<file path="config.mk">
export PLATFORM = sky130hd
export DESIGN_NAME = spipc_port_control
export DESIGN_NICKNAME = d
export VERILOG_FILES = /design/src/core/spipc_pkg.sv /design/src/core/spipc_clk_divider.sv /design/src/core/spipc_port_control.sv
export SDC_FILE = /design/constraint.sdc
export NUM_CORES = 1
export LEC_CHECK = 0
export BUFFER_PORTS_ARGS = -buffer_cell sky130_fd_sc_hd__buf_4
export CAP_MARGIN = 20
export CELL_PAD_IN_SITES_DETAIL_PLACEMENT = 0
export CELL_PAD_IN_SITES_GLOBAL_PLACEMENT = 1
export CORE_MARGIN = 2
export CORE_UTILIZATION = 44
export CTS_CLUSTER_DIAMETER = 40
export CTS_CLUSTER_SIZE = 14
export DETAILED_ROUTE_END_ITERATION = 10
export GPL_TIMING_DRIVEN = 0
export PLACE_DENSITY_LB_ADDON = 0.1
export SYNTH_ARGS = -nofsm -noshare
export SYNTH_HDL_FRONTEND = slang
export SYNTH_SLANG_ARGS = --single-unit
</file>
<file path="constraint.sdc">
create_clock -name clk -period 3 [get_ports clk]
set_input_delay 0 -clock clk [delete_from_list [all_inputs] [get_ports clk]]
set_output_delay 0 -clock clk [all_outputs]
set_load 0.05 [all_outputs]
</file>
<file path="src/core/spipc_pkg.sv">
package spipc_pkg;

  // ==========================================================
  // register map, byte addresses
  localparam logic [31:0] SPIPC_OFS_CONTROL = 32'hE002_0000;
  localparam logic [31:0] SPIPC_OFS_STATUS = 32'hE002_0004;
  localparam logic [31:0] SPIPC_OFS_DATA = 32'hE002_0008;
  localparam logic [31:0] SPIPC_OFS_DIVIDER = 32'hE002_000C;
  localparam logic [31:0] SPIPC_OFS_INTFLAG = 32'hE002_001C;

  // ==========================================================
  // control field positions
  localparam int SPIPC_CTL_EXT = 2;
  localparam int SPIPC_CTL_PHASE = 3;
  localparam int SPIPC_CTL_POL = 4;
  localparam int SPIPC_CTL_MASTER_SELECT = 5;
  localparam int SPIPC_CTL_LSB_FIRST_ORDER = 6;
  localparam int SPIPC_CTL_IE = 7;
  localparam int SPIPC_CTL_LEN_LO = 8;
  localparam logic [15:0] SPIPC_CTL_USED_MASK = 16'h0FFC;

  // ==========================================================
  // status field positions
  localparam int SPIPC_STS_ABORT = 3;
  localparam int SPIPC_STS_MODE_FAULT = 4;
  localparam int SPIPC_STS_ROVR = 5;
  localparam int SPIPC_STS_WRITE_COLLISION = 6;
  localparam int SPIPC_STS_DONE = 7;
  localparam int SPIPC_INT_FLAG_BIT = 0;

  // ==========================================================
  // reset values and frame lengths
  localparam logic [15:0] SPIPC_CTL_RST = 16'h0000;
  localparam logic [15:0] SPIPC_DATA_RST = 16'h0000;
  localparam logic [7:0] SPIPC_DIV_RST = 8'h00;
  localparam logic SPIPC_FLAG_RST = 1'b0;
  localparam logic [4:0] SPIPC_LEN_BYTE = 5'h08;
  localparam logic [4:0] SPIPC_LEN_MAX = 5'h10;
  // pin sync order {sclk, ssel_n, miso, mosi}; select idles high
  localparam logic [3:0] SPIPC_SYNC_RST = 4'h4;

  // ==========================================================
  // carriers
  typedef struct packed {
    logic [31:0] addr;
    logic [31:0] wdata;
    logic [3:0] be;
    logic wr;
    logic rd;
  } spipc_bus_req_type;

  typedef struct packed {
    logic sclk;
    logic ssel_n;
    logic miso;
    logic mosi;
  } spipc_pins_in_type;

  typedef struct packed {
    logic sclk_o;
    logic sclk_oe;
    logic mosi_o;
    logic mosi_oe;
    logic miso_o;
    logic miso_oe;
  } spipc_pins_out_type;

  typedef enum logic [1:0] {
    SPIPC_ST_IDLE,
    SPIPC_ST_BUSY,
    SPIPC_ST_HOLD
  } spipc_state_type;

endpackage : spipc_pkg

</file>
<file path="src/core/spipc_clk_divider.sv">
`timescale 1ns/1ns
`default_nettype none

module spipc_clk_divider (
  // clock and reset
  input wire logic clk,
  input wire logic reset_n,
  // control
  input wire logic run,
  input wire logic [7:0] divider,
  // half period pulse
  output logic tick
);

  // ==========================================================
  // half period counter
  logic [6:0] half;
  logic [6:0] cnt_r;
  logic tick_r;

  // odd or tiny settings still give a clock, just not a specified one
  assign half = (divider[7:1] == 7'h00) ? 7'h01 : divider[7:1];

  always_ff @(posedge clk or negedge reset_n) begin
    if (!reset_n) begin
      cnt_r <= 7'h00;
      tick_r <= 1'b0;
    end else if (!run) begin
      cnt_r <= 7'h00;
      tick_r <= 1'b0;
    end else if (cnt_r >= half - 7'h01) begin
      cnt_r <= 7'h00;
      tick_r <= 1'b1;
    end else begin
      cnt_r <= cnt_r + 7'h01;
      tick_r <= 1'b0;
    end
  end

  assign tick = tick_r;

endmodule : spipc_clk_divider

`default_nettype wire

</file>
<file path="src/core/spipc_port_control.sv">
// Strobed register access was left to the implementer.
`timescale 1ns/1ns
`default_nettype none

// Function
// - every writable register takes byte, halfword and word writes via byte enables
// - all used register bits reset to zero
// - control register sits at window base and steers the port
// - length extension clear gives eight bit frames
// - phase clear samples first edge; slave framed by select
// - phase set samples second edge; transfer from first to last sampling edge
// - polarity bit picks idle clock level, zero idles low
// - control bit 5 picks slave or master role
// - control bit 6 picks msb first or lsb first
// - interrupt enable gates interrupt on completion, write collision or mode fault
// - length field picks 8 to 15 bits, code zero gives 16
// - status register is read only, shows port condition
// - data write gives next transmit frame, read gives last received
// - divider register sets master serial clock rate
// - separate read write interrupt flag register
// - flag set on enabled event, cleared only by writing one
// - done flag at end of master frame or last slave sample
module spipc_port_control
  import spipc_pkg::*;
(
  // clock and reset
  input wire logic clk,
  input wire logic reset_n,
  // register port
  input wire spipc_bus_req_type bus_req,
  output logic [31:0] bus_rdata,
  // serial pins
  input wire spipc_pins_in_type pins_in,
  output spipc_pins_out_type pins_out,
  // interrupt request
  output logic irq
);

  // ==========================================================
  // pin synchronisers
  logic [3:0] pin_raw;
  logic [3:0] sync1_r;
  logic [3:0] sync2_r;

  assign pin_raw = {pins_in.sclk, pins_in.ssel_n, pins_in.miso, pins_in.mosi};

  genvar gi;
  generate
    for (gi = 0; gi < 4; gi++) begin : g_sync
      always_ff @(posedge clk or negedge reset_n) begin
        if (!reset_n) begin
          sync1_r[gi] <= SPIPC_SYNC_RST[gi];
          sync2_r[gi] <= SPIPC_SYNC_RST[gi];
        end else begin
          sync1_r[gi] <= pin_raw[gi];
          sync2_r[gi] <= sync1_r[gi];
        end
      end
    end
  endgenerate

  logic s_sclk;
  logic s_ssel_n;
  logic s_miso;
  logic s_mosi;

  assign s_sclk = sync2_r[3];
  assign s_ssel_n = sync2_r[2];
  assign s_miso = sync2_r[1];
  assign s_mosi = sync2_r[0];

  // ==========================================================
  // registers
  logic [15:0] ctrl_r;
  logic [15:0] ctrl_nxt;
  logic [15:0] tx_r;
  logic [15:0] rx_buf_r;
  logic [7:0] div_r;
  logic transfer_complete_r;
  logic write_collision_r;
  logic rovr_r;
  logic abort_r;
  logic mode_fault_r;
  logic stat_seen_r;
  logic mode_fault_seen_r;
  logic int_r;
  logic [31:0] rdata_r;

  // ==========================================================
  // control fields
  logic ext;
  logic clock_phase;
  logic clock_polarity;
  logic master;
  logic lsb_first_order;
  logic ie;
  logic [3:0] len_code;
  logic [4:0] flen;

  assign ext = ctrl_r[SPIPC_CTL_EXT];
  assign clock_phase = ctrl_r[SPIPC_CTL_PHASE];
  assign clock_polarity = ctrl_r[SPIPC_CTL_POL];
  assign master = ctrl_r[SPIPC_CTL_MASTER_SELECT];
  assign lsb_first_order = ctrl_r[SPIPC_CTL_LSB_FIRST_ORDER];
  assign ie = ctrl_r[SPIPC_CTL_IE];
  assign len_code = ctrl_r[SPIPC_CTL_LEN_LO +: 4];

  // codes 1 to 7 are undefined, treated as a byte
  assign flen = !ext ? SPIPC_LEN_BYTE :
                (len_code == 4'h0) ? SPIPC_LEN_MAX :
                len_code[3] ? {1'b0, len_code} : SPIPC_LEN_BYTE;

  // bit index on the wire for the idx-th bit of the frame
  function automatic logic [3:0] bit_pos(input logic [4:0] idx, input logic [4:0] len, input logic lsb);
    logic [4:0] t;
    t = len - idx - 5'h01;
    return lsb ? idx[3:0] : t[3:0];
  endfunction : bit_pos

  // ==========================================================
  // register decode
  logic hit_ctl;
  logic hit_sts;
  logic hit_data;
  logic hit_div;
  logic hit_int;
  logic wr_ctl;
  logic wr_data;
  logic wr_div;
  logic wr_int;
  logic rd_sts;
  logic rd_data;
  logic [15:0] wmask;

  assign hit_ctl = bus_req.addr == SPIPC_OFS_CONTROL;
  assign hit_sts = bus_req.addr == SPIPC_OFS_STATUS;
  assign hit_data = bus_req.addr == SPIPC_OFS_DATA;
  assign hit_div = bus_req.addr == SPIPC_OFS_DIVIDER;
  assign hit_int = bus_req.addr == SPIPC_OFS_INTFLAG;
  assign wr_ctl = bus_req.wr && hit_ctl;
  assign wr_data = bus_req.wr && hit_data;
  assign wr_div = bus_req.wr && hit_div;
  assign wr_int = bus_req.wr && hit_int;
  assign rd_sts = bus_req.rd && hit_sts;
  assign rd_data = bus_req.rd && hit_data;
  // lanes 2 and 3 hold no bits, so only lanes 0 and 1 merge
  assign wmask = {{8{bus_req.be[1]}}, {8{bus_req.be[0]}}};

  // ==========================================================
  // transfer engine signals
  spipc_state_type state_r;
  spipc_state_type state_nxt;
  logic [4:0] out_idx_r;
  logic [4:0] rx_cnt_r;
  logic [5:0] edge_cnt_r;
  logic first_r;
  logic sclk_lvl_r;
  logic sclk_prev_r;
  logic [15:0] rx_sh_r;
  logic [15:0] rx_sh_nxt;
  logic tick;

  logic busy;
  logic selected;
  logic sclk_chg;
  logic m_edge;
  logic m_lead;
  logic s_lead;
  logic s_trail;
  logic lead_ev;
  logic trail_ev;
  logic sample_ev;
  logic shift_ev;
  logic in_bit;
  logic done_ev;
  logic s_abort;
  logic mode_fault_ev;
  logic active;
  logic blocked;
  logic wr_data_ok;
  logic start;
  logic clr_data;
  logic write_collision_set;
  logic rovr_set;
  logic int_set;
  logic int_clr;

  assign busy = state_r == SPIPC_ST_BUSY;
  assign selected = !s_ssel_n;
  assign sclk_chg = sclk_prev_r != s_sclk;

  // master edges come from the divider, slave edges from the pin
  assign m_edge = master && busy && tick;
  assign m_lead = m_edge && (sclk_lvl_r == clock_polarity);
  assign s_lead = !master && busy && selected && sclk_chg && (s_sclk != clock_polarity);
  assign s_trail = !master && busy && selected && sclk_chg && (s_sclk == clock_polarity);
  assign lead_ev = m_lead || s_lead;
  assign trail_ev = (m_edge && !m_lead) || s_trail;
  assign sample_ev = clock_phase ? trail_ev : lead_ev;
  // phase set: first bit is already out, later bits move on lead edges
  assign shift_ev = clock_phase ? (lead_ev && !first_r) : trail_ev;
  assign in_bit = master ? s_miso : s_mosi;

  assign done_ev = master ? (m_edge && (edge_cnt_r == {flen, 1'b0} - 6'h01)) :
                   (sample_ev && (rx_cnt_r == flen - 5'h01));
  // phase set: a frame only counts once its first clock edge came
  assign s_abort = !master && busy && !selected && (!clock_phase || !first_r);
  assign mode_fault_ev = master && selected;

  assign active = busy && (master || !clock_phase || !first_r);
  assign blocked = active || (transfer_complete_r && !stat_seen_r);
  assign wr_data_ok = wr_data && !blocked;
  assign start = (state_r == SPIPC_ST_IDLE) &&
                 ((master && wr_data_ok && !selected) || (!master && selected));

  always_comb begin
    state_nxt = state_r;
    case (state_r)
      SPIPC_ST_IDLE: begin
        if (start) begin
          state_nxt = SPIPC_ST_BUSY;
        end
      end
      SPIPC_ST_BUSY: begin
        if (mode_fault_ev || s_abort) begin
          state_nxt = SPIPC_ST_IDLE;
        end else if (done_ev) begin
          state_nxt = (!master && !clock_phase) ? SPIPC_ST_HOLD : SPIPC_ST_IDLE;
        end else if (!master && !selected) begin
          // phase set: select gone before any edge, no frame to abort
          state_nxt = SPIPC_ST_IDLE;
        end
      end
      SPIPC_ST_HOLD: begin
        if (!selected || master) begin
          state_nxt = SPIPC_ST_IDLE;
        end
      end
      default: begin
        state_nxt = SPIPC_ST_IDLE;
      end
    endcase
  end

  always_comb begin
    rx_sh_nxt = rx_sh_r;
    if (sample_ev) begin
      rx_sh_nxt[bit_pos(rx_cnt_r, flen, lsb_first_order)] = in_bit;
    end
  end

  spipc_clk_divider u_div (
    .clk(clk),
    .reset_n(reset_n),
    .run(master && busy),
    .divider(div_r),
    .tick(tick)
  );

  always_ff @(posedge clk or negedge reset_n) begin
    if (!reset_n) begin
      state_r <= SPIPC_ST_IDLE;
      out_idx_r <= 5'h00;
      rx_cnt_r <= 5'h00;
      edge_cnt_r <= 6'h00;
      first_r <= 1'b0;
      sclk_lvl_r <= 1'b0;
      sclk_prev_r <= 1'b0;
      rx_sh_r <= SPIPC_DATA_RST;
    end else begin
      state_r <= state_nxt;
      sclk_prev_r <= s_sclk;
      if (start) begin
        out_idx_r <= 5'h00;
        rx_cnt_r <= 5'h00;
        edge_cnt_r <= 6'h00;
        first_r <= 1'b1;
        rx_sh_r <= SPIPC_DATA_RST;
      end else begin
        out_idx_r <= shift_ev ? out_idx_r + 5'h01 : out_idx_r;
        rx_cnt_r <= sample_ev ? rx_cnt_r + 5'h01 : rx_cnt_r;
        edge_cnt_r <= m_edge ? edge_cnt_r + 6'h01 : edge_cnt_r;
        first_r <= lead_ev ? 1'b0 : first_r;
        rx_sh_r <= rx_sh_nxt;
      end
      // 2*len toggles bring the clock back to idle by itself
      sclk_lvl_r <= busy ? (sclk_lvl_r ^ m_edge) : clock_polarity;
    end
  end

  // ==========================================================
  // status and flag updates, a set always beats a clear
  assign clr_data = (rd_data || wr_data) && stat_seen_r;
  assign write_collision_set = wr_data && blocked;
  assign rovr_set = done_ev && transfer_complete_r && !clr_data;
  assign int_set = ie && (done_ev || write_collision_set || (mode_fault_ev && !mode_fault_r));
  assign int_clr = wr_int && bus_req.be[0] && bus_req.wdata[SPIPC_INT_FLAG_BIT];

  always_comb begin
    ctrl_nxt = ctrl_r;
    if (wr_ctl) begin
      // reserved bits are dropped and read back zero
      ctrl_nxt = ((bus_req.wdata[15:0] & wmask) | (ctrl_r & ~wmask)) & SPIPC_CTL_USED_MASK;
    end
    if (mode_fault_ev) begin
      ctrl_nxt[SPIPC_CTL_MASTER_SELECT] = 1'b0;
    end
  end

  always_ff @(posedge clk or negedge reset_n) begin
    if (!reset_n) begin
      ctrl_r <= SPIPC_CTL_RST;
      tx_r <= SPIPC_DATA_RST;
      rx_buf_r <= SPIPC_DATA_RST;
      div_r <= SPIPC_DIV_RST;
      transfer_complete_r <= SPIPC_FLAG_RST;
      write_collision_r <= SPIPC_FLAG_RST;
      rovr_r <= SPIPC_FLAG_RST;
      abort_r <= SPIPC_FLAG_RST;
      mode_fault_r <= SPIPC_FLAG_RST;
      stat_seen_r <= SPIPC_FLAG_RST;
      mode_fault_seen_r <= SPIPC_FLAG_RST;
      int_r <= SPIPC_FLAG_RST;
    end else begin
      ctrl_r <= ctrl_nxt;
      if (wr_data_ok) begin
        tx_r <= (bus_req.wdata[15:0] & wmask) | (tx_r & ~wmask);
      end
      // the buffer refills only once software drained the previous frame
      if (done_ev && (!transfer_complete_r || clr_data)) begin
        rx_buf_r <= rx_sh_nxt;
      end
      if (wr_div) begin
        div_r <= bus_req.be[0] ? bus_req.wdata[7:0] : div_r;
      end
      transfer_complete_r <= done_ev || (transfer_complete_r && !clr_data);
      write_collision_r <= write_collision_set || (write_collision_r && !clr_data);
      rovr_r <= rovr_set || (rovr_r && !rd_sts);
      abort_r <= s_abort || (abort_r && !rd_sts);
      mode_fault_r <= mode_fault_ev || (mode_fault_r && !(wr_ctl && mode_fault_seen_r));
      stat_seen_r <= rd_sts || (stat_seen_r && !(rd_data || wr_data));
      mode_fault_seen_r <= rd_sts ? mode_fault_r : (mode_fault_seen_r && !wr_ctl);
      int_r <= int_set || (int_r && !int_clr);
    end
  end

  // ==========================================================
  // read data, valid only in the cycle after the strobe
  logic [7:0] sts_val;
  logic [31:0] rd_val;

  assign sts_val = {transfer_complete_r, write_collision_r, rovr_r, mode_fault_r, abort_r, 3'h0};
  assign rd_val = hit_ctl ? {16'h0000, ctrl_r} :
                  hit_sts ? {24'h000000, sts_val} :
                  hit_data ? {16'h0000, rx_buf_r} :
                  hit_div ? {24'h000000, div_r} :
                  hit_int ? {31'h00000000, int_r} : 32'h00000000;

  always_ff @(posedge clk or negedge reset_n) begin
    if (!reset_n) begin
      rdata_r <= 32'h00000000;
    end else begin
      rdata_r <= bus_req.rd ? rd_val : 32'h00000000;
    end
  end

  // ==========================================================
  // pin drivers
  spipc_pins_out_type pins_r;
  spipc_pins_out_type pins_nxt;
  logic out_bit;

  assign out_bit = tx_r[bit_pos(out_idx_r, flen, lsb_first_order)];

  // a mode fault clears the master bit, so the registered drivers drop two clocks after the fault
  always_comb begin
    pins_nxt.sclk_o = sclk_lvl_r;
    pins_nxt.sclk_oe = master;
    pins_nxt.mosi_o = out_bit;
    pins_nxt.mosi_oe = master;
    pins_nxt.miso_o = out_bit;
    pins_nxt.miso_oe = !master && selected;
  end

  always_ff @(posedge clk or negedge reset_n) begin
    if (!reset_n) begin
      pins_r <= '0;
    end else begin
      pins_r <= pins_nxt;
    end
  end

  assign pins_out = pins_r;
  assign bus_rdata = rdata_r;
  assign irq = int_r;

endmodule : spipc_port_control

`default_nettype wire

</file>
======== Word level (Yosys, flattened, before mapping) ========
Index checks and enable logic that the tools add are counted.
storage, ports and cells
  flip-flop bits (word level) ............. 131
  output and inout port bits .............. 39
operators by class
  $add $sub $neg .......................... 11
  magnitude comparators ................... 4
  equality and inequality tests ........... 16
  muxes and demuxes ....................... 46
  bitwise logic cells ..................... 7
  reductions and logical operators ........ 94
operator list
  cell                                                 number
  equality test 32 bit (second input constant)         5
  2-to-1 mux 16 bit                                    6
  logical AND 1 bit                                    49
  bitwise AND 16 bit                                   2
  2-to-1 mux 5 bit                                     6
  2-to-1 mux 7 bit                                     3
  logical OR 1 bit                                     20
  2-to-1 mux 6 bit                                     3
  bitwise mux 16 bit                                   1
  NOT 16 bit                                           1
  bitwise OR 16 bit                                    1
  logical NOT 1 bit                                    15
  2-to-1 mux 1 bit                                     14
  bitwise AND 12 bit                                   1
  2-to-1 mux 2 bit                                     6
  bitwise OR 12 bit                                    1
  adder 5 x 1 -> 5 bit (second input constant)         2
  < comparator 4 x 5 -> 1 bit (second input constant)  2
  nonzero test 2 bit                                   5
  2-to-1 mux 4 bit                                     2
  2-to-1 mux 8 bit                                     1
  subtractor 4 x 1 -> 4 bit (second input constant)    2
  subtractor 4 bit                                     2
  adder 7 x 1 -> 7 bit (second input constant)         1
  24 further kinds                                     27

======== Logic depth before layout (Yosys ltp) ========
Gate-level depths: netlist of run 1.
  depth after elaboration ................. 14
  depth in mapped cells ................... 13

======== Hierarchy ========
A second synthesis of run 1 with hierarchy kept.
unflattened totals
  cells, all modules ...................... 632
  area, all modules ....................... 6845.3 um2
modules (own cells, without submodules)
  module              times used  cells each  area each (um2)  seq. area each (um2)
  spipc_port_control  1           566         6228.5           3055.4
  spipc_clk_divider   1           66          616.8            200.2

======== Worst setup path before layout of run 1 ========
Ideal clock, no wire load.
  path kind ............................... register to register
  from .................................... register div_r[3]
  to ...................................... register u_div.tick_r, in the netlist u_div.tick
  data arrival time ....................... 2549 ps
  required time ........................... 2874 ps
  path slack .............................. 325 ps
  stages on the path, launching flop included .. 12
  buffers on the path ..................... 1
  period minus slack after synthesis ...... 2675 ps
  path through ............................ dfrtp_1 clkbuf_1 nor4_1 a21oi_1 ha_1 ha_1 a21o_1 a21o_1 a21o_1 a211oi_1 o21bai_1 nor2b_1
between the ends
  cells in the longest elaborated chain, start to end .. 6
RTL lines
  item                         RTL line                   RTL
  start, declared              spipc_port_control.sv:78   logic [7:0] div_r;
  start signal, assigned       spipc_port_control.sv:334  div_r <= bus_req.be[0] ? bus_req.wdata[7:0] : div_r;
  logical NOT 7 bit            spipc_clk_divider.sv:22    assign half = (divider[7:1] == 7'h00) ? 7'h01 : divider[7:1];
  2-to-1 mux 7 bit *           spipc_clk_divider.sv:22
  subtractor 7 x 1 -> 7 bit *  spipc_clk_divider.sv:31    end else if (cnt_r >= half - 7'h01) begin
  >= comparator 7 bit *        spipc_clk_divider.sv:31
  2-to-1 mux 1 bit *           spipc_clk_divider.sv:31
  2-to-1 mux 1 bit *           spipc_clk_divider.sv:28    end else if (!run) begin
  end signal, assigned         spipc_clk_divider.sv:27    tick_r <= 1'b0;
  end signal, assigned         spipc_clk_divider.sv:30    tick_r <= 1'b0;
  end signal, assigned         spipc_clk_divider.sv:33    tick_r <= 1'b1;
  end, declared                spipc_clk_divider.sv:19    logic tick_r;
Every way passes the cells marked *; elsewhere a longest branch is shown, timed or not.
A chain may end at the register's enable or synchronous reset.

==> qor.csv, run 1 <==
metric,value,unit
period_minus_slack,2.80,ns
worst_skew_pair.late_latency,0.42,ns
numPortBuffers,78,
grt_use_met2,0.345,
hold_start,bus_req[42],
seq_power_share,0.408,
crit_path_end_kind,flop,
setup_violations,0,
post-dp-hpwl,11.9,mm
htree_levels,4,
syn_std_cell_area,6730,sq um
max-clock-path-buffers,2,
clock_power_share,0.513,
p_sw,1.07,mW
drc_markers,0,
synth.yosys.seq_area_share,0.484,
fin_crit_sh,0.933,
synthCells,615,
final.setup.worst_slack,0.202,ns
grt_antenna_before_repair,0,
regToRegEndpoint,rx_buf_r[5],
synth_enable_flop_cells,0,
worstHoldEndpoint,irq,
clkTransAtPathRegs,0.06,ns
drtPass1Iterations,4,
grt.met3_usage,0.0455,
crit_path_max_fanout,5,
cap_violations,0,
place_congestion,0.863,
die_h,128,microns
routed_wl,16.2,mm
synth-warning-count,0,
yosys.cell_types.count,68,
place_worst_setup_slack,-0.0404,ns
rows,45,
worst_clock_skew,0.00751,ns
postSynth.asyncResetShare,1.00,
postSynthRegisterBits,130,
placeableCoreArea,15100,sq um
powerDensity,509,nW/um^2
r2r_setup_slack,0.20,ns
cts_tree,built,
power_total,4.41,mW
leakagePower,4.14,nW
start_util,0.446,
globalRouteTotalUtil,0.213,
areaGrowthSynthToFinish,28.9,%
stdcell_count,963,
grt_max_degree,89,
number_of_global_route_vias_before_repair,5140,
first_iter_violations,259,
combinationalPowerShare,0.079,
die_x,128,microns
netSwitchingFraction,0.243,
drv_slew,0,
post_route_cells_drive_above_1_share,0.283,
cts.root.buffer_cell,clkbuf_16,
status,finished clean,
hold_depth,5,
synth.avg_cell_area,10.9,sq um
grt_use_met1,0.289,
io_pins,115,
grt-busiest-layer,met2,
route.detailed.wl_per_inst,16.8,microns
yosys_most_used_dff,dfrtp_1,
route.antenna.remaining_nets,0,
routed-via-count,4961,
worst_ep_arrival_time,3.09,ns
number_of_antenna_diodes,0,
final_net_count,861,
grt_pass1_wl,26.8,mm
slew_headroom,0.530,
grt_setup_unrepaired,no,
clock_sinks,130,
design.die.area,16300,sq um
timing.critical_path.required,3.29,ns
reg2reg_depth,13,
number_of_placed_instances_taps_included,897,
worstHoldPathType,input pin to flop,
maxClockFrequency,357,MHz
worst_slew_pin_slew,0.702,ns
hold_viol_final,0,
via_density_per_instance,5.15,
timing.critical_path.from_type,flop,
timing_worst_setup_path_type,flop to flop,
cts_inserted_buffers,17,
power.ir.vdd_worst,0.000427,V
setup_tns,0,ns
cell_internal_pwr,3.34,mW
global_route.overflow_total,0,
-- repair_timing --
| item | in CTS | in global routing |
|---|---|---|
| buffers inserted | 2 | 6 |
| endpoints found under the hold margin | 172 | 0 |
| hold buffers | 27 | 0 |
| endpoints found under the setup margin | 24 | 37 |
| resized for setup | 6 | 12 |
| pin swaps | 0 | 4 |
-- power groups by stage --
| stage | clock network, mW | logic [mW] | registers (mW) |
|---|---|---|---|
| detailed placement | 0 | 0.320 | 1.83 |
| global placement | 0 | 0.309 | 1.83 |
| floorplan | 0 | 0.165 | 1.84 |
| CTS | 2.31 | 0.349 | 1.80 |
| finish | 2.26 | 0.348 | 1.80 |
| global route | 2.38 | 0.381 | 1.80 |
-- metal layers --
metal / up-vias / part of all wire
met2: 137 / 0.47
met1: 2400 / 0.46
met3: 17 / 0.045
li1: 2407 / -
met4: 0 / 0.016
met5: - / 0
-- cells by family (layout without fill, tap and decap cells) --
group,Yosys count,after routing,share of synthesized area
AOI/OAI and AO/OA,59,59,0.0645
xor gates and xnor gates,39,39,0.0518
adders and majority gates,23,23,0.0450
buffers and inverters,70,215,0.0537
DFF,130,130,0.484
muxes,89,89,0.148
other,1,16,0.000557
and+or+nand+nor,204,204,0.152
-- cell type report --
cell class	instances	area, sq um
sequential	130	3260
clock inverter	15	220
timing repair buffer	114	947
clock buffer	17	425
fill	1296	6410
multi-input combinational	430	3230
inverter	32	120
buffer	37	238
tap	188	235
-- worst max path at each step --
stage,to,slack [ns],cells after the start
5_1_grt,rx_buf_r[1],0.004,9
6_report,rx_buf_r[5],0.20,13
2_1_floorplan,u_div.tick,0.33,11
3_5_place_dp,rx_buf_r[5],-0.04,13
4_1_cts,u_div.tick,0.006,11
3_3_place_gp,rx_sh_r[15],-0.02,9
-- stage by stage --
step / utilization / hold slack [ns] / area [sq um]
3_5_place_dp: 0.506 / -0.0434 / 7640
5_1_grt: 0.575 / 0.0347 / 8680
6_report: 0.575 / 0.0252 / 8680
2_1_floorplan: - / -0.296 / 6790
3_3_place_gp: 0.504 / 0.109 / 7610
4_1_cts: 0.570 / 0.00147 / 8600
-- worst max-delay path, stage by stage, from the launching register on --
cell and delay [ns]:
dfrtp_2 0.40, and2_1 0.17, nand2_1 0.09, inv_2 0.12, ha_1 0.18, inv_1 0.05
fa_1 0.40, xnor2_2 0.27, nand2_1 0.09, o21ai_1 0.20, nand3_1 0.12, or2_1 0.23
mux2i_1 0.23, mux2i_1 0.11
-- cells in the final DEF (no fill, tap or decap), types with 3 or more instances in the layout --
cell type	synthesis	routed
xor2_1	15	15
buf_4	18	103
clkbuf_1	10	9
nand2_1	37	37
conb_1	1	16
mux4_2	4	4
a2111oi_0	4	4
nor2b_1	11	11
nor4b_1	3	3
nand4_1	10	10
nor2_2	1	3
nand3_1	18	18
nor2_1	77	75
bufinv_16	0	4
nand2b_1	3	3
dlygate4sd3_1	0	27
nor3_1	16	15
dfrtp_2	0	4
xnor2_1	23	22
o21ai_0	8	7
mux2_2	37	37
a21o_1	7	7
a22oi_1	5	5
mux2i_1	47	45
a211oi_1	3	3
buf_2	6	6
clkinv_4	0	4
a21oi_1	11	11
inv_6	0	4
dfrtp_1	128	124
inv_1	31	30
ha_1	21	21
nor4_1	6	5
clkbuf_16	0	17
-- synthesized netlist by cell type, drive strengths merged (11+ instances only) --
| cell type | number | area, sq um |
|---|---|---|
| mux2 | 37 | 417 |
| nand2 | 37 | 139 |
| xnor2 | 24 | 218 |
| a21oi | 12 | 71.3 |
| dfrtp | 128 | 3200 |
| nor2b | 11 | 68.8 |
| nand3 | 18 | 90.1 |
| buf | 28 | 204 |
| inv | 32 | 120 |
| nor3 | 17 | 96.4 |
| mux2i | 48 | 493 |
| nor2 | 78 | 295 |
| xor2 | 15 | 131 |
| ha | 21 | 263 |
Power figures use the tool's default switching activity.
==> run 2: changes to the inputs <==
Settings changed: CORE_UTILIZATION 44 to 46, CTS_BUF_LIST set to sky130_fd_sc_hd__clkbuf_4 sky130_fd_sc_hd__clkbuf_8, SKIP_CTS_REPAIR_TIMING set to 1.
==> run 2 against run 1 <==
Utilization up 0.64 points; global-route usage down 0.34 points; critical path depth down 3; critical endpoint is now u_div.cnt_r[4]; the flow now finishes with violations (hold timing); highest routed layer unchanged.
==> qor.csv, run 2 (same netlist as run 1, synthesis figures left out) <==
metric,value,unit,change
layout.cell_area.non_filler,8390,sq um,-3.3%
htree_levels,4,,unchanged
power_total,3.61,mW,-18%
maxClockFrequency,353,MHz,-1.2%
post-dp-hpwl,11.7,mm,-1.8%
crit-reg2reg-launch,div_r[4],,
worst_ep_arrival_time,3.19,ns,+0.10 ns
worstHoldPathType,input pin to flop,,
drc_markers,0,,unchanged
holdWs,-0.00997,ns,-0.0352 ns
period_minus_slack,2.83,ns,+0.0327 ns
drv_slew,0,,unchanged
design.die.area,15600,sq um,-4.2%
routed_wl,16.0,mm,-1.3%
io_pins,115,,unchanged
timing.critical_path.to,u_div.cnt_r[4],,
placeableCoreArea,14400,sq um,-4.4%
die_h,125,microns,-2.1%
max-clock-path-buffers,2,,unchanged
violations_in_the_final_reports,hold timing,,
regToRegEndpoint,u_div.cnt_r[4],,
route.detailed.wl_per_inst,16.7,microns,-0.68%
worst_clock_skew,0.0100,ns,+0.00252 ns
mostFrequentLayoutCells,"dfrtp_1, buf_4, nor2_1",,
timing.critical_path.from_type,flop,,
first_iter_violations,267,,+3.1%
r2r_setup_slack,0.17,ns,-0.03 ns
global_route.overflow_total,0,,unchanged
routed-via-count,4968,,+0.14%
powerDensity,431,nW/um^2,-15%
number_of_global_route_vias_before_repair,4840,,-5.8%
final_net_count,859,,-0.23%
power.ir.vdd_worst,0.000254,V,-40%
grt_max_degree,74,,-17%
status,"finished, violations left",,
clock_sinks,130,,unchanged
place_worst_setup_slack,-0.0715,ns,-0.0311 ns
setup_tns,0,ns,unchanged
cap_violations,0,,unchanged
number_of_placed_instances_taps_included,893,,-0.45%
timing.critical_path.required,3.36,ns,+0.07 ns
clkTransAtPathRegs,0.09,ns,+0.03 ns
grt_pass1_wl,25.7,mm,-4.1%
reg2reg_depth,10,,-3
hold_viol_final,2,,+2
number_of_antenna_diodes,0,,unchanged
place_congestion,0.843,,-2.3%
grt_antenna_before_repair,0,,unchanged
worst_skew_pair.late_latency,0.45,ns,+0.03 ns
cts_tree,built,,
crit_path_max_fanout,8,,+3
layout.cells.most_common,dfrtp_1,,
numPortBuffers,78,,unchanged
fin_crit_sh,0.944,,+0.0109
setup_violations,0,,unchanged
rows,44,,-2.2%
utilization,0.582,,+0.00642
via_density_per_instance,5.19,,+0.77%
start_util,0.467,,+0.0206
worst_slew_pin_slew,0.787,ns,+0.0845 ns
cts.root.buffer_cell,clkbuf_8,,
post_route_cells_drive_above_1_share,0.277,,-0.00574
setup.worst_path.start,div_r[4],,
areaGrowthSynthToFinish,24.6,%,
stdcell_count,957,,-0.62%
globalRouteTotalUtil,0.210,,-0.00341
route.antenna.remaining_nets,0,,unchanged
final.setup.worst_slack,0.169,ns,-0.0327 ns
drtPass1Iterations,4,,unchanged
die_x,125,microns,-2.1%
timing_worst_setup_path_type,flop to flop,,
cts_inserted_buffers,17,,unchanged
crit_path_end_kind,flop,,
slew_headroom,0.460,,-0.0696
place_area,7640,sq um,about the same
leakagePower,4.00,nW,-3.4%
[run 2: cell count changes in the layout (fill, tap and decap cells not counted), sizes merged]
cell | previous run | this run
clkbuf | 26 | 28
inv | 38 | 36
bufinv | 4 | 1
clkinvlp | 1 | 4
buf | 115 | 113
[run 2: worst min path at each step]
stage / from / endpoint / slack [ns] / depth (start not counted)
after detailed placement: reset_n / sclk_prev_r / 0.02 / 1
after global placement: pins_in[2] / sync1_r[2] / 0.11 / 1
final: bus_req[42] / irq / -0.01 / 5
after CTS: reset_n / ctrl_r[5] / -0.47 / 1
after global routing: bus_req[42] / irq / 0.02 / 5
after floorplan: reset_n / async pin / -0.30 / 0
[run 2: worst max-delay path, cell delays in order (launching register included)]
cell      delay [ns]
dfrtp_1         0.47
nor4_2          0.37
a21oi_2         0.12
ha_1            0.29
ha_1            0.27
a21o_1          0.16
a21o_1          0.17
a21o_1          0.17
a211oi_1        0.28
o21bai_2        0.19
nor3_1          0.23
[run 2: final cells by class]
cell class	count	area, sq um
Tap cell	184	230
Fill cell	1270	6040
Sequential cell	130	3260
Clock inverter	13	126
Clock buffer	19	262
Inverter	32	120
Buffer	37	238
Timing Repair Buffer	112	932
Multi-Input combinational cell	430	3220
[run 2: report_power, final]
| part | leakage, nW | internal, mW | total [mW] | switching, mW |
|---|---|---|---|---|
| clock network | 0.186 | 0.710 | 1.47 | 0.761 |
| logic | 2.14 | 0.144 | 0.344 | 0.200 |
| registers | 1.68 | 1.77 | 1.80 | 0.0229 |
| total | 4.00 | 2.63 | 3.61 | 0.984 |
[run 2: per-layer routing]
layer / vias to the layer above / part of all wire / GRT usage
li1: 2392 / - / -
met1: 2437 / 0.47 / 0.290
met2: 119 / 0.47 / 0.332
met3: 20 / 0.044 / 0.0454
met4: 0 / 0.014 / 0.0667
met5: - / 0 / 0
==> run 3: changes to the inputs <==
Settings changed: REMOVE_ABC_BUFFERS set to 1.
==> run 3 against run 2 <==
The flow now finishes without violations; cell area is 1.6% lower; final cell count is 3.7% lower; wire length is 3.6% lower; global-route usage is 0.72 points lower; first-iteration DRC count is 43% higher; largest power group unchanged.
==> qor.csv, run 3 (same netlist as run 1, synthesis figures left out) <==
metric,value,unit,change
final.setup.worst_slack,0.183,ns,+0.0135 ns
final_net_count,824,,-4.1%
drc_markers,0,,unchanged
fin_crit_sh,0.939,,-0.00450
worst_skew_pair.late_latency,0.46,ns,about the same
cap_violations,0,,unchanged
design.die.area,15600,sq um,unchanged
place_area,7430,sq um,-2.7%
worstHoldPathType,input pin to flop,,
mostFrequentLayoutCells,"dfrtp_1, buf_4, nor2_1",,
hold_viol_final,0,,-2
global_route.overflow_total,0,,unchanged
cts.root.buffer_cell,clkbuf_8,,
clock_power_share,0.441,,+0.034
placeableCoreArea,14400,sq um,unchanged
combinationalPowerShare,0.087,,-0.008
regArea,3260,sq um,about the same
rows,44,,unchanged
start_util,0.467,,unchanged
htree_levels,4,,unchanged
route.antenna.remaining_nets,0,,unchanged
maxClockFrequency,355,MHz,+0.48%
grt_pass1_wl,24.6,mm,-4.1%
io_pins,115,,unchanged
max-clock-path-buffers,2,,unchanged
routed-via-count,4886,,-1.7%
grt_antenna_before_repair,0,,unchanged
period_minus_slack,2.82,ns,-0.0135 ns
post_route_cells_drive_above_1_share,0.259,,-0.0180
number_of_global_route_vias_before_repair,4763,,-1.6%
timing.critical_path.required,3.33,ns,-0.03 ns
layout.cell_area.non_filler,8250,sq um,-1.6%
clock_sinks,130,,unchanged
power.ir.vdd_worst,0.000270,V,+6.4%
die_x,125,microns,unchanged
p_sw,0.963,mW,-2.1%
holdWs,0.0426,ns,+0.0526 ns
routed_wl,15.4,mm,-3.6%
globalRouteTotalUtil,0.202,,-0.00721
status,finished clean,,
place_worst_setup_slack,-0.410,ns,-0.338 ns
die_h,125,microns,unchanged
drtPass1Iterations,7,,+3
leakagePower,3.88,nW,-3.0%
cts_tree,built,,
route.detailed.wl_per_inst,16.7,microns,+0.11%
setup_violations,0,,unchanged
timing.critical_path.from_type,flop,,
worst_slew_pin_slew,0.925,ns,+0.138 ns
cell_internal_pwr,2.85,mW,+8.4%
drv_slew,0,,unchanged
place_congestion,0.802,,-4.9%
crit_path_end_kind,flop,,
cts_inserted_buffers,17,,unchanged
layout.cells.most_common,dfrtp_1,,
utilization,0.572,,-0.00928
number_of_placed_instances_taps_included,859,,-3.8%
crit_path_max_fanout,6,,-2
grt_max_degree,82,,+11%
worst_ep_arrival_time,3.15,ns,-0.04 ns
powerDensity,462,nW/um^2,+7.2%
numPortBuffers,80,,+2.6%
worst_clock_skew,0.0191,ns,+0.00910 ns
netSwitchingFraction,0.253,,-0.0198
clkTransAtPathRegs,0.08,ns,about the same
areaGrowthSynthToFinish,22.6,%,
stdcell_count,922,,-3.7%
post-dp-hpwl,10.9,mm,-6.9%
slew_headroom,0.383,,-0.0771
fill_cells,1262,,-0.63%
first_iter_violations,383,,+43%
via_density_per_instance,5.30,,+2.1%
seq_power_share,0.472,,-0.025
multiInputGateArea,3220,sq um,-0.12%
timing_worst_setup_path_type,flop to flop,,
number_of_antenna_diodes,0,,unchanged
-- run 3: final cells by class --
type | instances | share of cell area
repair buffers | 114 | 0.118
well taps | 184 | 0.0279
flip-flops and latches | 130 | 0.395
clock buffers | 18 | 0.0300
clock inverters | 14 | 0.0244
multi-input cells | 430 | 0.390
inverters | 32 | 0.0146
-- run 3: final timing paths --
kind	slack [ns]	to	start	depth (start not counted)
hold reg to reg	0.35	s_miso	sync1_r[1]	0
min in group asynchronous	0.06	async pin	reset_n	2
setup / recovery	0.18	pins_out[1]	flop	10
max in group asynchronous	2.18	rx_buf_r[14]	reset_n	3
setup reg to reg	0.18	pins_out[1]	flop	10
hold / removal	0.04	irq	bus_req[44]	6
-- run 3: through the flow --
step / power [mW] / setup TNS, ns
global route: 3.97 / -0.00292
detailed placement: 2.13 / -6.18
global placement: 2.12 / -56.21
floorplan: 1.97 / -1.98
finish: 3.81 / 0
CTS: 3.83 / -6.49
-- run 3: metal layers --
layer	wire length, microns	track usage
met1	6980	0.274
met4	253	0.0673
met3	822	0.0501
met5	0	0
met2	7350	0.321
-- run 3: power groups by stage --
stage | Clock [mW] | Sequential [mW] | Combinational, mW
floorplan | 0 | 1.84 | 0.137
global placement | 0 | 1.83 | 0.285
detailed placement | 0 | 1.83 | 0.301
CTS | 1.73 | 1.80 | 0.303
global route | 1.80 | 1.80 | 0.363
finish | 1.68 | 1.80 | 0.331
-- run 3: critical path, cell delays in order, from the launching register on --
cell,delay [ns]
dfrtp_2,0.47
and2_1,0.19
nand2_1,0.11
inv_2,0.07
ha_1,0.21
fa_1,0.45
mux2i_2,0.39
mux4_2,0.41
nor2b_1,0.15
a211oi_1,0.21
a21oi_1,0.06
